File: src/common/pdma_map.svh
`ifndef PDMA_MAP_SVH
`define PDMA_MAP_SVH
`define PDMA_ADDR_W       12
`define PDMA_DATA_W       32
`define PDMA_CNT_W        16
`define PDMA_OFS_RX_PTR   12'h100
`define PDMA_OFS_RX_CNT   12'h104
`define PDMA_OFS_TX_PTR   12'h108
`define PDMA_OFS_TX_CNT   12'h10C
`define PDMA_OFS_RX_NPTR  12'h110
`define PDMA_OFS_RX_NCNT  12'h114
`define PDMA_OFS_TX_NPTR  12'h118
`define PDMA_OFS_TX_NCNT  12'h11C
`define PDMA_OFS_CTRL     12'h120
`define PDMA_OFS_STAT     12'h124
`define PDMA_BIT_RX_EN    0
`define PDMA_BIT_RX_DIS   1
`define PDMA_BIT_TX_EN    8
`define PDMA_BIT_TX_DIS   9
`define PDMA_PTR_RST      32'h0
`define PDMA_CNT_RST      16'h0
`define PDMA_CNT_ONE      16'h1
`define PDMA_STEP_BYTE    32'h1
`define PDMA_STEP_HALF    32'h2
`define PDMA_STEP_WORD    32'h4
`define PDMA_RESP_OKAY    2'h0
`define PDMA_RESP_SLVERR  2'h2
`endif

File: src/common/pdma_pkg.sv
package pdma_pkg;
  typedef enum logic [1:0] {PDMA_SZ_BYTE = 2'b00, PDMA_SZ_HALF = 2'b01, PDMA_SZ_WORD = 2'b10} pdma_size_type;
  typedef enum logic [1:0] {CH_IDLE = 2'b00, CH_WAIT = 2'b01, CH_HOLD = 2'b10} pdma_chan_state_type;
  typedef enum logic [1:0] {MEM_IDLE = 2'b00, MEM_BUS = 2'b01, MEM_DONE = 2'b10} pdma_mem_state_type;
endpackage

File: src/common/pdma_chan_if.sv
`timescale 1ns/10ps
`include "pdma_map.svh"
interface pdma_chan_if;
  logic                   wrPtr;
  logic                   wrCnt;
  logic                   wrNptr;
  logic                   wrNcnt;
  logic [31:0]            wdata;
  logic                   enable;
  logic                   done;
  logic                   req;
  logic [31:0]            curPtr;
  logic [31:0]            nextPtr;
  logic [`PDMA_CNT_W-1:0] curCnt;
  logic [`PDMA_CNT_W-1:0] nextCnt;
  logic                   endFlag;
  logic                   bothFlag;
  modport chan (input wrPtr, wrCnt, wrNptr, wrNcnt, wdata, enable, done,
                output req, curPtr, nextPtr, curCnt, nextCnt, endFlag, bothFlag);
  modport ctrl (output wrPtr, wrCnt, wrNptr, wrNcnt, wdata, enable, done,
                input req, curPtr, nextPtr, curCnt, nextCnt, endFlag, bothFlag);
endinterface

File: src/verilog/pdma_arb.sv
`timescale 1ns/10ps
module pdma_arb (
  input  wire logic sys_clk,
  input  wire logic rstn,
  input  wire logic reqRx,
  input  wire logic reqTx,
  input  wire logic busy,
  output logic      grantRx,
  output logic      grantTx
);
  logic grantRx_q;
  logic grantRx_d;
  logic grantTx_q;
  logic grantTx_d;

  // receive side served first
  always_comb begin
    grantRx_d = 1'b0;
    grantTx_d = 1'b0;
    if (!busy && !grantRx_q && !grantTx_q) begin
      grantRx_d = reqRx;
      grantTx_d = reqTx && !reqRx;
    end
  end

  always_ff @(posedge sys_clk) begin
    if (!rstn) begin
      grantRx_q <= 1'b0;
      grantTx_q <= 1'b0;
    end else begin
      grantRx_q <= grantRx_d;
      grantTx_q <= grantTx_d;
    end
  end

  assign grantRx = grantRx_q;
  assign grantTx = grantTx_q;
endmodule

File: src/verilog/pdma_chan.sv
`timescale 1ns/10ps
`include "pdma_map.svh"
module pdma_chan #(
  parameter int CNT_W = `PDMA_CNT_W
) (
  input  wire logic                    sys_clk,
  input  wire logic                    rstn,
  input  wire logic                    trigger,
  input  wire pdma_pkg::pdma_size_type xferSize,
  pdma_chan_if.chan                    ch
);
  import pdma_pkg::*;
  logic [31:0]         curPtr_q, curPtr_d, nextPtr_q, nextPtr_d, step;
  logic [CNT_W-1:0]    curCnt_q, curCnt_d, nextCnt_q, nextCnt_d;
  logic                endFlag_q, endFlag_d, bothFlag_q, bothFlag_d, reachZero;
  pdma_chan_state_type state_q, state_d;

  always_comb begin
    case (xferSize)
      PDMA_SZ_HALF: step = `PDMA_STEP_HALF;
      PDMA_SZ_WORD: step = `PDMA_STEP_WORD;
      default:      step = `PDMA_STEP_BYTE;
    endcase
  end

  always_comb begin
    curPtr_d   = curPtr_q;
    curCnt_d   = curCnt_q;
    nextPtr_d  = nextPtr_q;
    nextCnt_d  = nextCnt_q;
    endFlag_d  = endFlag_q;
    state_d    = state_q;
    reachZero  = 1'b0;
    case (state_q)
      CH_IDLE: if (ch.enable && trigger && curCnt_q != '0) state_d = CH_WAIT;
      CH_WAIT: if (ch.done) state_d = CH_HOLD;
      CH_HOLD: state_d = CH_IDLE;
      default: state_d = CH_IDLE;
    endcase
    if (ch.done) begin
      curPtr_d  = curPtr_q + step;
      curCnt_d  = curCnt_q - 1'b1;
      reachZero = (curCnt_q == CNT_W'(`PDMA_CNT_ONE));
    end
    if (curCnt_d == '0 && nextCnt_q != '0) begin
      curPtr_d  = nextPtr_q;
      curCnt_d  = nextCnt_q;
      nextCnt_d = '0;
    end
    if (ch.wrPtr) curPtr_d = ch.wdata;
    if (ch.wrCnt) curCnt_d = ch.wdata[CNT_W-1:0];
    if (ch.wrNptr) nextPtr_d = ch.wdata;
    if (ch.wrNcnt) nextCnt_d = ch.wdata[CNT_W-1:0];
    if (ch.wrCnt || ch.wrNcnt) endFlag_d = 1'b0;
    if (reachZero) endFlag_d = 1'b1;
    bothFlag_d = (curCnt_d == '0) && (nextCnt_d == '0);
  end

  always_ff @(posedge sys_clk) begin
    if (!rstn) begin
      curPtr_q   <= `PDMA_PTR_RST;
      curCnt_q   <= CNT_W'(`PDMA_CNT_RST);
      nextPtr_q  <= `PDMA_PTR_RST;
      nextCnt_q  <= CNT_W'(`PDMA_CNT_RST);
      endFlag_q  <= 1'b0;
      bothFlag_q <= 1'b0;
      state_q    <= CH_IDLE;
    end else begin
      curPtr_q   <= curPtr_d;
      curCnt_q   <= curCnt_d;
      nextPtr_q  <= nextPtr_d;
      nextCnt_q  <= nextCnt_d;
      endFlag_q  <= endFlag_d;
      bothFlag_q <= bothFlag_d;
      state_q    <= state_d;
    end
  end

  assign ch.req      = (state_q == CH_WAIT);
  assign ch.curPtr   = curPtr_q;
  assign ch.curCnt   = curCnt_q;
  assign ch.nextPtr  = nextPtr_q;
  assign ch.nextCnt  = nextCnt_q;
  assign ch.endFlag  = endFlag_q;
  assign ch.bothFlag = bothFlag_q;
endmodule

File: src/verilog/pdma_top.sv
`timescale 1ns/10ps
`include "pdma_map.svh"
module pdma_top (
  input  wire logic                    sys_clk,
  input  wire logic                    rstn,
  input  wire logic [`PDMA_ADDR_W-1:0] awaddr,
  input  wire logic                    awvalid,
  output logic                         awready,
  input  wire logic [31:0]             wdata,
  input  wire logic [3:0]              wstrb,
  input  wire logic                    wvalid,
  output logic                         wready,
  output logic [1:0]                   bresp,
  output logic                         bvalid,
  input  wire logic                    bready,
  input  wire logic [`PDMA_ADDR_W-1:0] araddr,
  input  wire logic                    arvalid,
  output logic                         arready,
  output logic [31:0]                  rdata,
  output logic [1:0]                   rresp,
  output logic                         rvalid,
  input  wire logic                    rready,
  input  wire pdma_pkg::pdma_size_type xferSize,
  input  wire logic                    rxReady,
  input  wire logic [31:0]             rxData,
  output logic                         rxTake,
  input  wire logic                    txReady,
  output logic [31:0]                  txData,
  output logic                         txLoad,
  output logic                         memReq,
  output logic                         memWe,
  output logic [31:0]                  memAddr,
  output pdma_pkg::pdma_size_type      memSize,
  output logic [31:0]                  memWdata,
  input  wire logic [31:0]             memRdata,
  input  wire logic                    memAck,
  output logic                         rxBufferEnd,
  output logic                         rxBothBuffersFull,
  output logic                         txBufferEnd,
  output logic                         txBothBuffersEmpty
);
  import pdma_pkg::*;

  pdma_chan_if rxIf ();
  pdma_chan_if txIf ();

  logic                    awready_q, awready_d, awHeld_q, awHeld_d;
  logic                    wready_q, wready_d, wHeld_q, wHeld_d;
  logic [`PDMA_ADDR_W-1:0] awAddr_q, awAddr_d;
  logic [31:0]             wData_q, wData_d;
  logic [3:0]              wStrb_q, wStrb_d;
  logic                    bvalid_q, bvalid_d, arready_q, arready_d, rvalid_q, rvalid_d;
  logic [1:0]              bresp_q, bresp_d, rresp_q, rresp_d;
  logic [31:0]             rdata_q, rdata_d;
  logic                    rxEn_q, rxEn_d, txEn_q, txEn_d;
  logic                    doWrite, ctrlWrite, oldErr;
  logic [31:0]             wMask, oldVal, wMerged;
  logic [32:0]             rdRes;

  // ------------------------------------------------------------
  // register read mux
  // ------------------------------------------------------------
  function automatic logic [32:0] regRead(input logic [`PDMA_ADDR_W-1:0] a);
    logic [32:0] r;
    r = 33'h0;
    case (a)
      `PDMA_OFS_RX_PTR:  r[31:0] = rxIf.curPtr;
      `PDMA_OFS_RX_CNT:  r[`PDMA_CNT_W-1:0] = rxIf.curCnt;
      `PDMA_OFS_TX_PTR:  r[31:0] = txIf.curPtr;
      `PDMA_OFS_TX_CNT:  r[`PDMA_CNT_W-1:0] = txIf.curCnt;
      `PDMA_OFS_RX_NPTR: r[31:0] = rxIf.nextPtr;
      `PDMA_OFS_RX_NCNT: r[`PDMA_CNT_W-1:0] = rxIf.nextCnt;
      `PDMA_OFS_TX_NPTR: r[31:0] = txIf.nextPtr;
      `PDMA_OFS_TX_NCNT: r[`PDMA_CNT_W-1:0] = txIf.nextCnt;
      `PDMA_OFS_CTRL:    r[31:0] = 32'h0;
      `PDMA_OFS_STAT: begin
        r[`PDMA_BIT_RX_EN] = rxEn_q;
        r[`PDMA_BIT_TX_EN] = txEn_q;
      end
      default:           r[32] = 1'b1;
    endcase
    return r;
  endfunction

  // always_comb so the mux follows the live registers, not only the address
  always_comb rdRes = regRead(araddr);

  // ------------------------------------------------------------
  // write data merge by byte strobes
  // ------------------------------------------------------------
  always_comb begin
    for (int i = 0; i < 4; i++) begin
      wMask[8*i +: 8] = {8{wStrb_q[i]}};
    end
    {oldErr, oldVal} = regRead(awAddr_q);
    wMerged          = (oldVal & ~wMask) | (wData_q & wMask);
  end

  assign doWrite      = awHeld_q && wHeld_q && !bvalid_q;
  assign ctrlWrite    = doWrite && (awAddr_q == `PDMA_OFS_CTRL);
  assign rxIf.wrPtr   = doWrite && (awAddr_q == `PDMA_OFS_RX_PTR);
  assign rxIf.wrCnt   = doWrite && (awAddr_q == `PDMA_OFS_RX_CNT);
  assign rxIf.wrNptr  = doWrite && (awAddr_q == `PDMA_OFS_RX_NPTR);
  assign rxIf.wrNcnt  = doWrite && (awAddr_q == `PDMA_OFS_RX_NCNT);
  assign txIf.wrPtr   = doWrite && (awAddr_q == `PDMA_OFS_TX_PTR);
  assign txIf.wrCnt   = doWrite && (awAddr_q == `PDMA_OFS_TX_CNT);
  assign txIf.wrNptr  = doWrite && (awAddr_q == `PDMA_OFS_TX_NPTR);
  assign txIf.wrNcnt  = doWrite && (awAddr_q == `PDMA_OFS_TX_NCNT);
  assign rxIf.wdata   = wMerged;
  assign txIf.wdata   = wMerged;
  assign rxIf.enable  = rxEn_q;
  assign txIf.enable  = txEn_q;

  // ------------------------------------------------------------
  // axi4-lite slave and transfer control
  // ------------------------------------------------------------
  always_comb begin
    awHeld_d  = awHeld_q;
    wHeld_d   = wHeld_q;
    awAddr_d  = awAddr_q;
    wData_d   = wData_q;
    wStrb_d   = wStrb_q;
    bvalid_d  = bvalid_q;
    bresp_d   = bresp_q;
    arready_d = arready_q;
    rvalid_d  = rvalid_q;
    rresp_d   = rresp_q;
    rdata_d   = rdata_q;
    rxEn_d    = rxEn_q;
    txEn_d    = txEn_q;
    if (awvalid && awready_q) begin
      awHeld_d = 1'b1;
      awAddr_d = awaddr;
    end
    if (wvalid && wready_q) begin
      wHeld_d = 1'b1;
      wData_d = wdata;
      wStrb_d = wstrb;
    end
    if (doWrite) begin
      bvalid_d = 1'b1;
      bresp_d  = oldErr ? `PDMA_RESP_SLVERR : `PDMA_RESP_OKAY;
    end
    if (bvalid_q && bready) begin
      bvalid_d = 1'b0;
      awHeld_d = 1'b0;
      wHeld_d  = 1'b0;
    end
    if (ctrlWrite) begin
      if (wMerged[`PDMA_BIT_RX_DIS]) rxEn_d = 1'b0;
      else if (wMerged[`PDMA_BIT_RX_EN]) rxEn_d = 1'b1;
      if (wMerged[`PDMA_BIT_TX_DIS]) txEn_d = 1'b0;
      else if (wMerged[`PDMA_BIT_TX_EN]) txEn_d = 1'b1;
    end
    if (arvalid && arready_q) begin
      arready_d = 1'b0;
      rvalid_d  = 1'b1;
      rdata_d   = rdRes[31:0];
      rresp_d   = rdRes[32] ? `PDMA_RESP_SLVERR : `PDMA_RESP_OKAY;
    end
    if (rvalid_q && rready) begin
      rvalid_d  = 1'b0;
      arready_d = 1'b1;
    end
    awready_d = !awHeld_d;
    wready_d  = !wHeld_d;
  end

  always_ff @(posedge sys_clk) begin
    if (!rstn) begin
      awready_q <= 1'b1;
      wready_q  <= 1'b1;
      awHeld_q  <= 1'b0;
      wHeld_q   <= 1'b0;
      awAddr_q  <= '0;
      wData_q   <= 32'h0;
      wStrb_q   <= 4'h0;
      bvalid_q  <= 1'b0;
      bresp_q   <= `PDMA_RESP_OKAY;
      arready_q <= 1'b1;
      rvalid_q  <= 1'b0;
      rresp_q   <= `PDMA_RESP_OKAY;
      rdata_q   <= 32'h0;
      rxEn_q    <= 1'b0;
      txEn_q    <= 1'b0;
    end else begin
      awready_q <= awready_d;
      wready_q  <= wready_d;
      awHeld_q  <= awHeld_d;
      wHeld_q   <= wHeld_d;
      awAddr_q  <= awAddr_d;
      wData_q   <= wData_d;
      wStrb_q   <= wStrb_d;
      bvalid_q  <= bvalid_d;
      bresp_q   <= bresp_d;
      arready_q <= arready_d;
      rvalid_q  <= rvalid_d;
      rresp_q   <= rresp_d;
      rdata_q   <= rdata_d;
      rxEn_q    <= rxEn_d;
      txEn_q    <= txEn_d;
    end
  end

  // ------------------------------------------------------------
  // channels, arbiter and memory access
  // ------------------------------------------------------------
  pdma_mem_state_type memState_q, memState_d;
  logic               grantRx, grantTx, memIsRx_q, memIsRx_d;
  logic               memReq_q, memReq_d, memWe_q, memWe_d;
  logic               rxTake_q, rxTake_d, txLoad_q, txLoad_d;
  logic [31:0]        memAddr_q, memAddr_d, memWdata_q, memWdata_d, txData_q, txData_d;
  pdma_size_type      memSize_q, memSize_d;

  pdma_chan u_rxChan (
    .sys_clk  (sys_clk),
    .rstn     (rstn),
    .trigger  (rxReady),
    .xferSize (xferSize),
    .ch       (rxIf.chan)
  );

  pdma_chan u_txChan (
    .sys_clk  (sys_clk),
    .rstn     (rstn),
    .trigger  (txReady),
    .xferSize (xferSize),
    .ch       (txIf.chan)
  );

  pdma_arb u_arb (
    .sys_clk (sys_clk),
    .rstn    (rstn),
    .reqRx   (rxIf.req),
    .reqTx   (txIf.req),
    .busy    (memState_q != MEM_IDLE),
    .grantRx (grantRx),
    .grantTx (grantTx)
  );

  assign rxIf.done = (memState_q == MEM_DONE) && memIsRx_q;
  assign txIf.done = (memState_q == MEM_DONE) && !memIsRx_q;

  always_comb begin
    memState_d = memState_q;
    memIsRx_d  = memIsRx_q;
    memReq_d   = memReq_q;
    memWe_d    = memWe_q;
    memAddr_d  = memAddr_q;
    memWdata_d = memWdata_q;
    memSize_d  = memSize_q;
    txData_d   = txData_q;
    rxTake_d   = 1'b0;
    txLoad_d   = 1'b0;
    case (memState_q)
      MEM_IDLE: if (grantRx || grantTx) begin
        memState_d = MEM_BUS;
        memIsRx_d  = grantRx;
        memReq_d   = 1'b1;
        memWe_d    = grantRx;
        memAddr_d  = grantRx ? rxIf.curPtr : txIf.curPtr;
        memWdata_d = rxData;
        memSize_d  = xferSize;
      end
      MEM_BUS: if (memAck) begin
        memState_d = MEM_DONE;
        memReq_d   = 1'b0;
        memWe_d    = 1'b0;
        rxTake_d   = memIsRx_q;
        txLoad_d   = !memIsRx_q;
        if (!memIsRx_q) txData_d = memRdata;
      end
      MEM_DONE: memState_d = MEM_IDLE;
      default:  memState_d = MEM_IDLE;
    endcase
  end

  always_ff @(posedge sys_clk) begin
    if (!rstn) begin
      memState_q <= MEM_IDLE;
      memIsRx_q  <= 1'b0;
      memReq_q   <= 1'b0;
      memWe_q    <= 1'b0;
      memAddr_q  <= `PDMA_PTR_RST;
      memWdata_q <= 32'h0;
      memSize_q  <= PDMA_SZ_BYTE;
      txData_q   <= 32'h0;
      rxTake_q   <= 1'b0;
      txLoad_q   <= 1'b0;
    end else begin
      memState_q <= memState_d;
      memIsRx_q  <= memIsRx_d;
      memReq_q   <= memReq_d;
      memWe_q    <= memWe_d;
      memAddr_q  <= memAddr_d;
      memWdata_q <= memWdata_d;
      memSize_q  <= memSize_d;
      txData_q   <= txData_d;
      rxTake_q   <= rxTake_d;
      txLoad_q   <= txLoad_d;
    end
  end

  assign awready            = awready_q;
  assign wready             = wready_q;
  assign bvalid             = bvalid_q;
  assign bresp              = bresp_q;
  assign arready            = arready_q;
  assign rvalid             = rvalid_q;
  assign rresp              = rresp_q;
  assign rdata              = rdata_q;
  assign memReq             = memReq_q;
  assign memWe              = memWe_q;
  assign memAddr            = memAddr_q;
  assign memWdata           = memWdata_q;
  assign memSize            = memSize_q;
  assign txData             = txData_q;
  assign rxTake             = rxTake_q;
  assign txLoad             = txLoad_q;
  assign rxBufferEnd        = rxIf.endFlag;
  assign rxBothBuffersFull  = rxIf.bothFlag;
  assign txBufferEnd        = txIf.endFlag;
  assign txBothBuffersEmpty = txIf.bothFlag;

  // ------------------------------------------------------------
  // checks
  // ------------------------------------------------------------
  logic [31:0] stepRef;
  logic        rxWr, txWr, arHit;
  assign stepRef = (xferSize == PDMA_SZ_WORD) ? `PDMA_STEP_WORD :
                   (xferSize == PDMA_SZ_HALF) ? `PDMA_STEP_HALF : `PDMA_STEP_BYTE;
  assign rxWr    = rxIf.wrPtr || rxIf.wrCnt || rxIf.wrNptr || rxIf.wrNcnt;
  assign txWr    = txIf.wrPtr || txIf.wrCnt || txIf.wrNptr || txIf.wrNcnt;
  assign arHit   = arvalid && arready_q;

  property p_rx_en;
    @(posedge sys_clk) disable iff (!rstn)
    ctrlWrite && wMerged[`PDMA_BIT_RX_EN] && !wMerged[`PDMA_BIT_RX_DIS] |=> rxEn_q;
  endproperty
  a_rx_en: assert property (p_rx_en) else $error("receive enable lost");
  property p_rx_dis;
    @(posedge sys_clk) disable iff (!rstn)
    ctrlWrite && wMerged[`PDMA_BIT_RX_DIS] && !rxIf.req && !rxReady |=> !rxEn_q ##1 !rxIf.req;
  endproperty
  a_rx_dis: assert property (p_rx_dis) else $error("receive disable lost");
  property p_tx_en;
    @(posedge sys_clk) disable iff (!rstn)
    ctrlWrite && wMerged[`PDMA_BIT_TX_EN] && !wMerged[`PDMA_BIT_TX_DIS] |=> txEn_q;
  endproperty
  a_tx_en: assert property (p_tx_en) else $error("transmit enable lost");
  property p_tx_dis;
    @(posedge sys_clk) disable iff (!rstn)
    ctrlWrite && wMerged[`PDMA_BIT_TX_DIS] |=> !txEn_q;
  endproperty
  a_tx_dis: assert property (p_tx_dis) else $error("transmit disable lost");
  property p_stat;
    @(posedge sys_clk) disable iff (!rstn)
    arHit && araddr == `PDMA_OFS_STAT |=> rdata_q[`PDMA_BIT_RX_EN] == $past(rxEn_q)
      && rdata_q[`PDMA_BIT_TX_EN] == $past(txEn_q) && rdata_q[7:1] == 7'h0 && rdata_q[31:9] == 23'h0;
  endproperty
  a_stat: assert property (p_stat) else $error("status read wrong");
  property p_rx_cnt_rd;
    @(posedge sys_clk) disable iff (!rstn)
    arHit && araddr == `PDMA_OFS_RX_CNT |=> rdata_q == {16'h0, $past(rxIf.curCnt)};
  endproperty
  a_rx_cnt_rd: assert property (p_rx_cnt_rd) else $error("count read wrong");
  property p_tx_stop;
    @(posedge sys_clk) disable iff (!rstn)
    !txIf.req && txIf.curCnt == 16'h0 |=> !txIf.req;
  endproperty
  a_tx_stop: assert property (p_tx_stop) else $error("transmit ran at zero");
  property p_step;
    @(posedge sys_clk) disable iff (!rstn)
    rxIf.done && !rxWr && rxIf.curCnt > `PDMA_CNT_ONE
      |=> rxIf.curPtr == $past(rxIf.curPtr) + $past(stepRef) && rxIf.curCnt == $past(rxIf.curCnt) - 16'h1;
  endproperty
  a_step: assert property (p_step) else $error("pointer step wrong");
  property p_chain;
    @(posedge sys_clk) disable iff (!rstn)
    !txIf.done && !txWr && txIf.curCnt == 16'h0 && txIf.nextCnt != 16'h0
      |=> txIf.curPtr == $past(txIf.nextPtr) && txIf.curCnt == $past(txIf.nextCnt) && txIf.nextCnt == 16'h0;
  endproperty
  a_chain: assert property (p_chain) else $error("buffer chain failed");
  property p_end;
    @(posedge sys_clk) disable iff (!rstn)
    rxIf.done && rxIf.curCnt == `PDMA_CNT_ONE |=> rxBufferEnd;
  endproperty
  a_end: assert property (p_end) else $error("end flag missing");
  property p_end_clr;
    @(posedge sys_clk) disable iff (!rstn)
    (rxIf.wrCnt || rxIf.wrNcnt) && !rxIf.done |=> !rxBufferEnd;
  endproperty
  a_end_clr: assert property (p_end_clr) else $error("end flag not cleared");
endmodule

File: config.mk
export PLATFORM = sky130hd
export DESIGN_NAME = pdma_top
export DESIGN_NICKNAME = d
export VERILOG_FILES = /design/src/common/pdma_pkg.sv /design/src/common/pdma_chan_if.sv /design/src/verilog/pdma_arb.sv /design/src/verilog/pdma_chan.sv /design/src/verilog/pdma_top.sv
export VERILOG_INCLUDE_DIRS = /design/src /design/src/common
export SDC_FILE = /design/constraint.sdc
export NUM_CORES = 1
export LEC_CHECK = 0
export BUFFER_PORTS_ARGS = -buffer_cell sky130_fd_sc_hd__buf_2
export CORE_UTILIZATION = 30
export CTS_CLUSTER_SIZE = 16
export DETAILED_ROUTE_END_ITERATION = 6
export PLACE_DENSITY = 0.58
export REMOVE_ABC_BUFFERS = 1
export SLEW_MARGIN = 20
export SYNTH_ARGS = -nofsm -noshare
export SYNTH_HDL_FRONTEND = slang
export SYNTH_SLANG_ARGS = --single-unit
File: constraint.sdc
create_clock -name sys_clk -period 6.3 [get_ports sys_clk]
set_input_delay 0.315 -clock sys_clk [delete_from_list [all_inputs] [get_ports sys_clk]]
set_output_delay 0.315 -clock sys_clk [all_outputs]
set_load 0.05 [all_outputs]
==> results.md <==
* Initial Util at 0.306
* Worst-Skew Late Latency at ~0.61 ns
* Layout cells sized above 1 at 0.163
* Fin. Hold Viols at 0
* Post-layout util at 0.378
* Placed insts at 3,645
* Fmax at 0.225 GHz
* Startpoint types: register
* Avg WL per Cell at approximately 23 um
* IO buf count at 280
* Top_reg_cell synth: dfxtp_1
* Total congestion overflow at 0
* Min-delay worst type: input port to register
* Drt total wl at ~89,000 um
* DRT iter0 DRCs at 2,716
* Num Clock Sinks at 398
* Cell variety after synth at 90
* Placed instance area at 22,800 um2
* Worst-path fanout max at 19
* Final Wtd Congestion at 0.992
* Total global-route track usage at 0.248
* Clock Root Buffer: clkbuf_16
* I/O Pins at 283
* Final Cycle Share at 0.705
* Num CTS Buffers at 47
* Pwr per Cell Area at 233 nW/um2
* Total power draw at 5.97 mW
* Hold Path Stages at 4
* Post-Synthesis Cells at 2,664
* Setup CP Type: register to register
* Core Box Area at 67,600 um2
* FF-to-FF Start: awAddr_q[3]
* Drt via density at approximately 5.7
* Clock skew at approximately 0.023 ns
* Worst slack, placed at approximately 2.1 ns
* PostCTS Resize Cnt at 0
* CTS tree: built
* PnR worst setup slack at between 1.5 and 2 ns
* Pre-antenna DRT Iters at 7
* Yosys warnings at 0
* Sequential element share of the synthesized area at 0.386
* RSZ-0062 raised after global routing: no
* Leak at between 9 and 10 nW
* Initial antenna violation count at 3
* Final instance area at 25,600 um2
* Fin nets at 3,086
* DRC violations left at 4
* Post-synth EDFFs at 0
* First-pass GRT wire length at 133,000 um
* Die width at 264 um
* Endpoints failing setup at 0
* Non-filler cells, final at 3,840
* Status: complete, but fails checks
* Area growth syn-to-layout at 23.8%
* Max Cap Viol at 0
* CTS clk-pin slew, worst paths at ~0.060 ns
* Post-CTS setup buffer count at 0
* Die H at 264 um
* Crit path launch: awAddr_q[3]
* Hold Path Origin: memAck
* Largest net degree at the start of global routing at 125
* Hpwl dp at 61,000 um
* Vias at 21.8k
* Row cnt at 95
* Crit. End Element: register
* Slew margin rel. at 0.264
* Max-slew violations at 0
* Vias in the first global route at slightly above 20k
* Clock buffer depth at 3
* Die footprint at 69,900 um2
* Final ANT Viol Nets at 0
* Tmin final at 4.44 ns
* Worst path arrival time at 4.95 ns
* R2r worst-path depth at 9
* Flops & latches, synth at 398
* Failing checks: design-rule violations
* CP required at 6.80 ns
* Syn Area/Cell at just under 8 um2
* Mapped Area at approximately 21,000 um2
* Async S/R FF share, synth at 0
* Maximum VDD drop at 198 uV
* Depth of the CTS H-tree at 2
* Worst-Margin Slew at roughly 1.1 ns
[through the flow]
| step | hold WS, ns | setup TNS [ns] |
|---|---|---|
| 2_1_floorplan | 0.392 | -38.75 |
| 3_3_place_gp | 0.404 | 0 |
| 3_5_place_dp | 0.403 | 0 |
| 4_1_cts | 0.00110 | 0 |
| 5_1_grt | 0.0385 | 0 |
| 6_report | 0.0307 | 0 |
[metal layers]
| metal | GRT usage | wire length (um) | up-vias |
|---|---|---|---|
| li1 | - | - | 10100 |
| met1 | 0.333 | 38200 | 10300 |
| met2 | 0.387 | 38800 | 1153 |
| met3 | 0.0537 | 8580 | 245 |
| met4 | 0.0973 | 3680 | 2 |
| met5 | 0 | 13 | - |
[cell usage in the layout, fill, tap and decap left out, types with 20 or more instances in the layout]
master	synthesis	layout
nand2_1	446	446
dfxtp_1	398	396
a21oi_1	323	323
nor2_1	308	301
buf_2	16	280
dlygate4sd3_1	0	113
a211oi_1	95	95
nand3_1	59	59
mux2i_1	57	57
o21ai_0	55	55
xor2_1	52	52
clkbuf_16	0	49
buf_4	9	49
a31oi_1	43	42
a22oi_1	41	41
nor3_1	39	36
o211ai_1	33	33
xnor2_1	33	33
and3_1	31	31
a222oi_1	31	31
nand4_1	29	29
inv_1	26	26
nand2b_1	24	24
and2_1	24	22
a22o_1	22	22
a221oi_1	22	22
mux2_2	20	20
[flip-flops by register name (all words and copies together), names as in the netlist, 2 cells and up]
signal               cells
awAddr_q                12
memAddr                 32
memSize                  2
memState_q               2
memWdata                32
rdata                   32
txData                  32
u_rxChan.ch.curCnt      16
u_rxChan.ch.curPtr      32
u_rxChan.ch.nextCnt     16
u_rxChan.ch.nextPtr     32
u_rxChan.state_q         2
u_txChan.ch.curCnt      16
u_txChan.ch.curPtr      32
u_txChan.ch.nextCnt     16
u_txChan.ch.nextPtr     32
u_txChan.state_q         2
wData_q                 32
wStrb_q                  4
[path summary, 6_finish.rpt]
kind | endpoint | slack (ns)
max | u_txChan.ch.bothFlag | 1.86
min | memState_q[0] | 0.03
max reg2reg | u_txChan.ch.bothFlag | 1.86
min reg2reg | u_txChan.state_q[0] | 0.43
[critical path, cell delays in order (launching register included)]
cell and delay [ns]:
dfxtp_1 0.77, buf_4 0.34, inv_1 0.16, nor3_1 0.90, nand2_1 0.71, mux2_2 0.46
a31oi_1 0.20, o211a_1 0.22, or4b_1 0.46, nor4_2 0.14
[synthesized netlist by cell type (all sizes together), types with 43 or more instances]
library cell | count | area share
xor2 | 52 | 0.022
nand3 | 60 | 0.015
a211oi | 95 | 0.035
nand2 | 446 | 0.081
a21oi | 323 | 0.078
mux2i | 57 | 0.028
clkbuf | 181 | 0.033
dfxtp | 398 | 0.39
buf | 43 | 0.011
a31oi | 43 | 0.013
o21ai | 61 | 0.015
nor2 | 309 | 0.056
[repair_timing]
item | CTS | global route
hold endpoints to repair | 113 | 0
hold buffers | 113 | 0
setup endpoints to repair | 0 | 0
[layout make-up]
type	instances	area [um2]
diodes	1	2.50
clock buffers	64	1370
clock inverters	17	304
fillers	7008	42100
inverters	27	109
multi-input cells	2016	11800
flip-flops and latches	398	7970
well taps	873	1090
repair buffers	444	2940
[cell families after synthesis]
group                      share of synthesized area
AOI/OAI and AO/OA                              0.239
xor gates and xnor gates                      0.0360
adders and majority gates                     0.0104
buffers and inverters                         0.0489
DFF                                            0.386
muxes                                         0.0407
other                                       0.000181
and+or+nand+nor                                0.239
[report_power, final]
group | internal [mW] | switching [mW] | total (mW)
registers | 2.55 | 0.0411 | 2.59
logic | 0.140 | 0.244 | 0.384
clock network | 1.85 | 1.15 | 3.00
(Power assumes the default switching activity.)
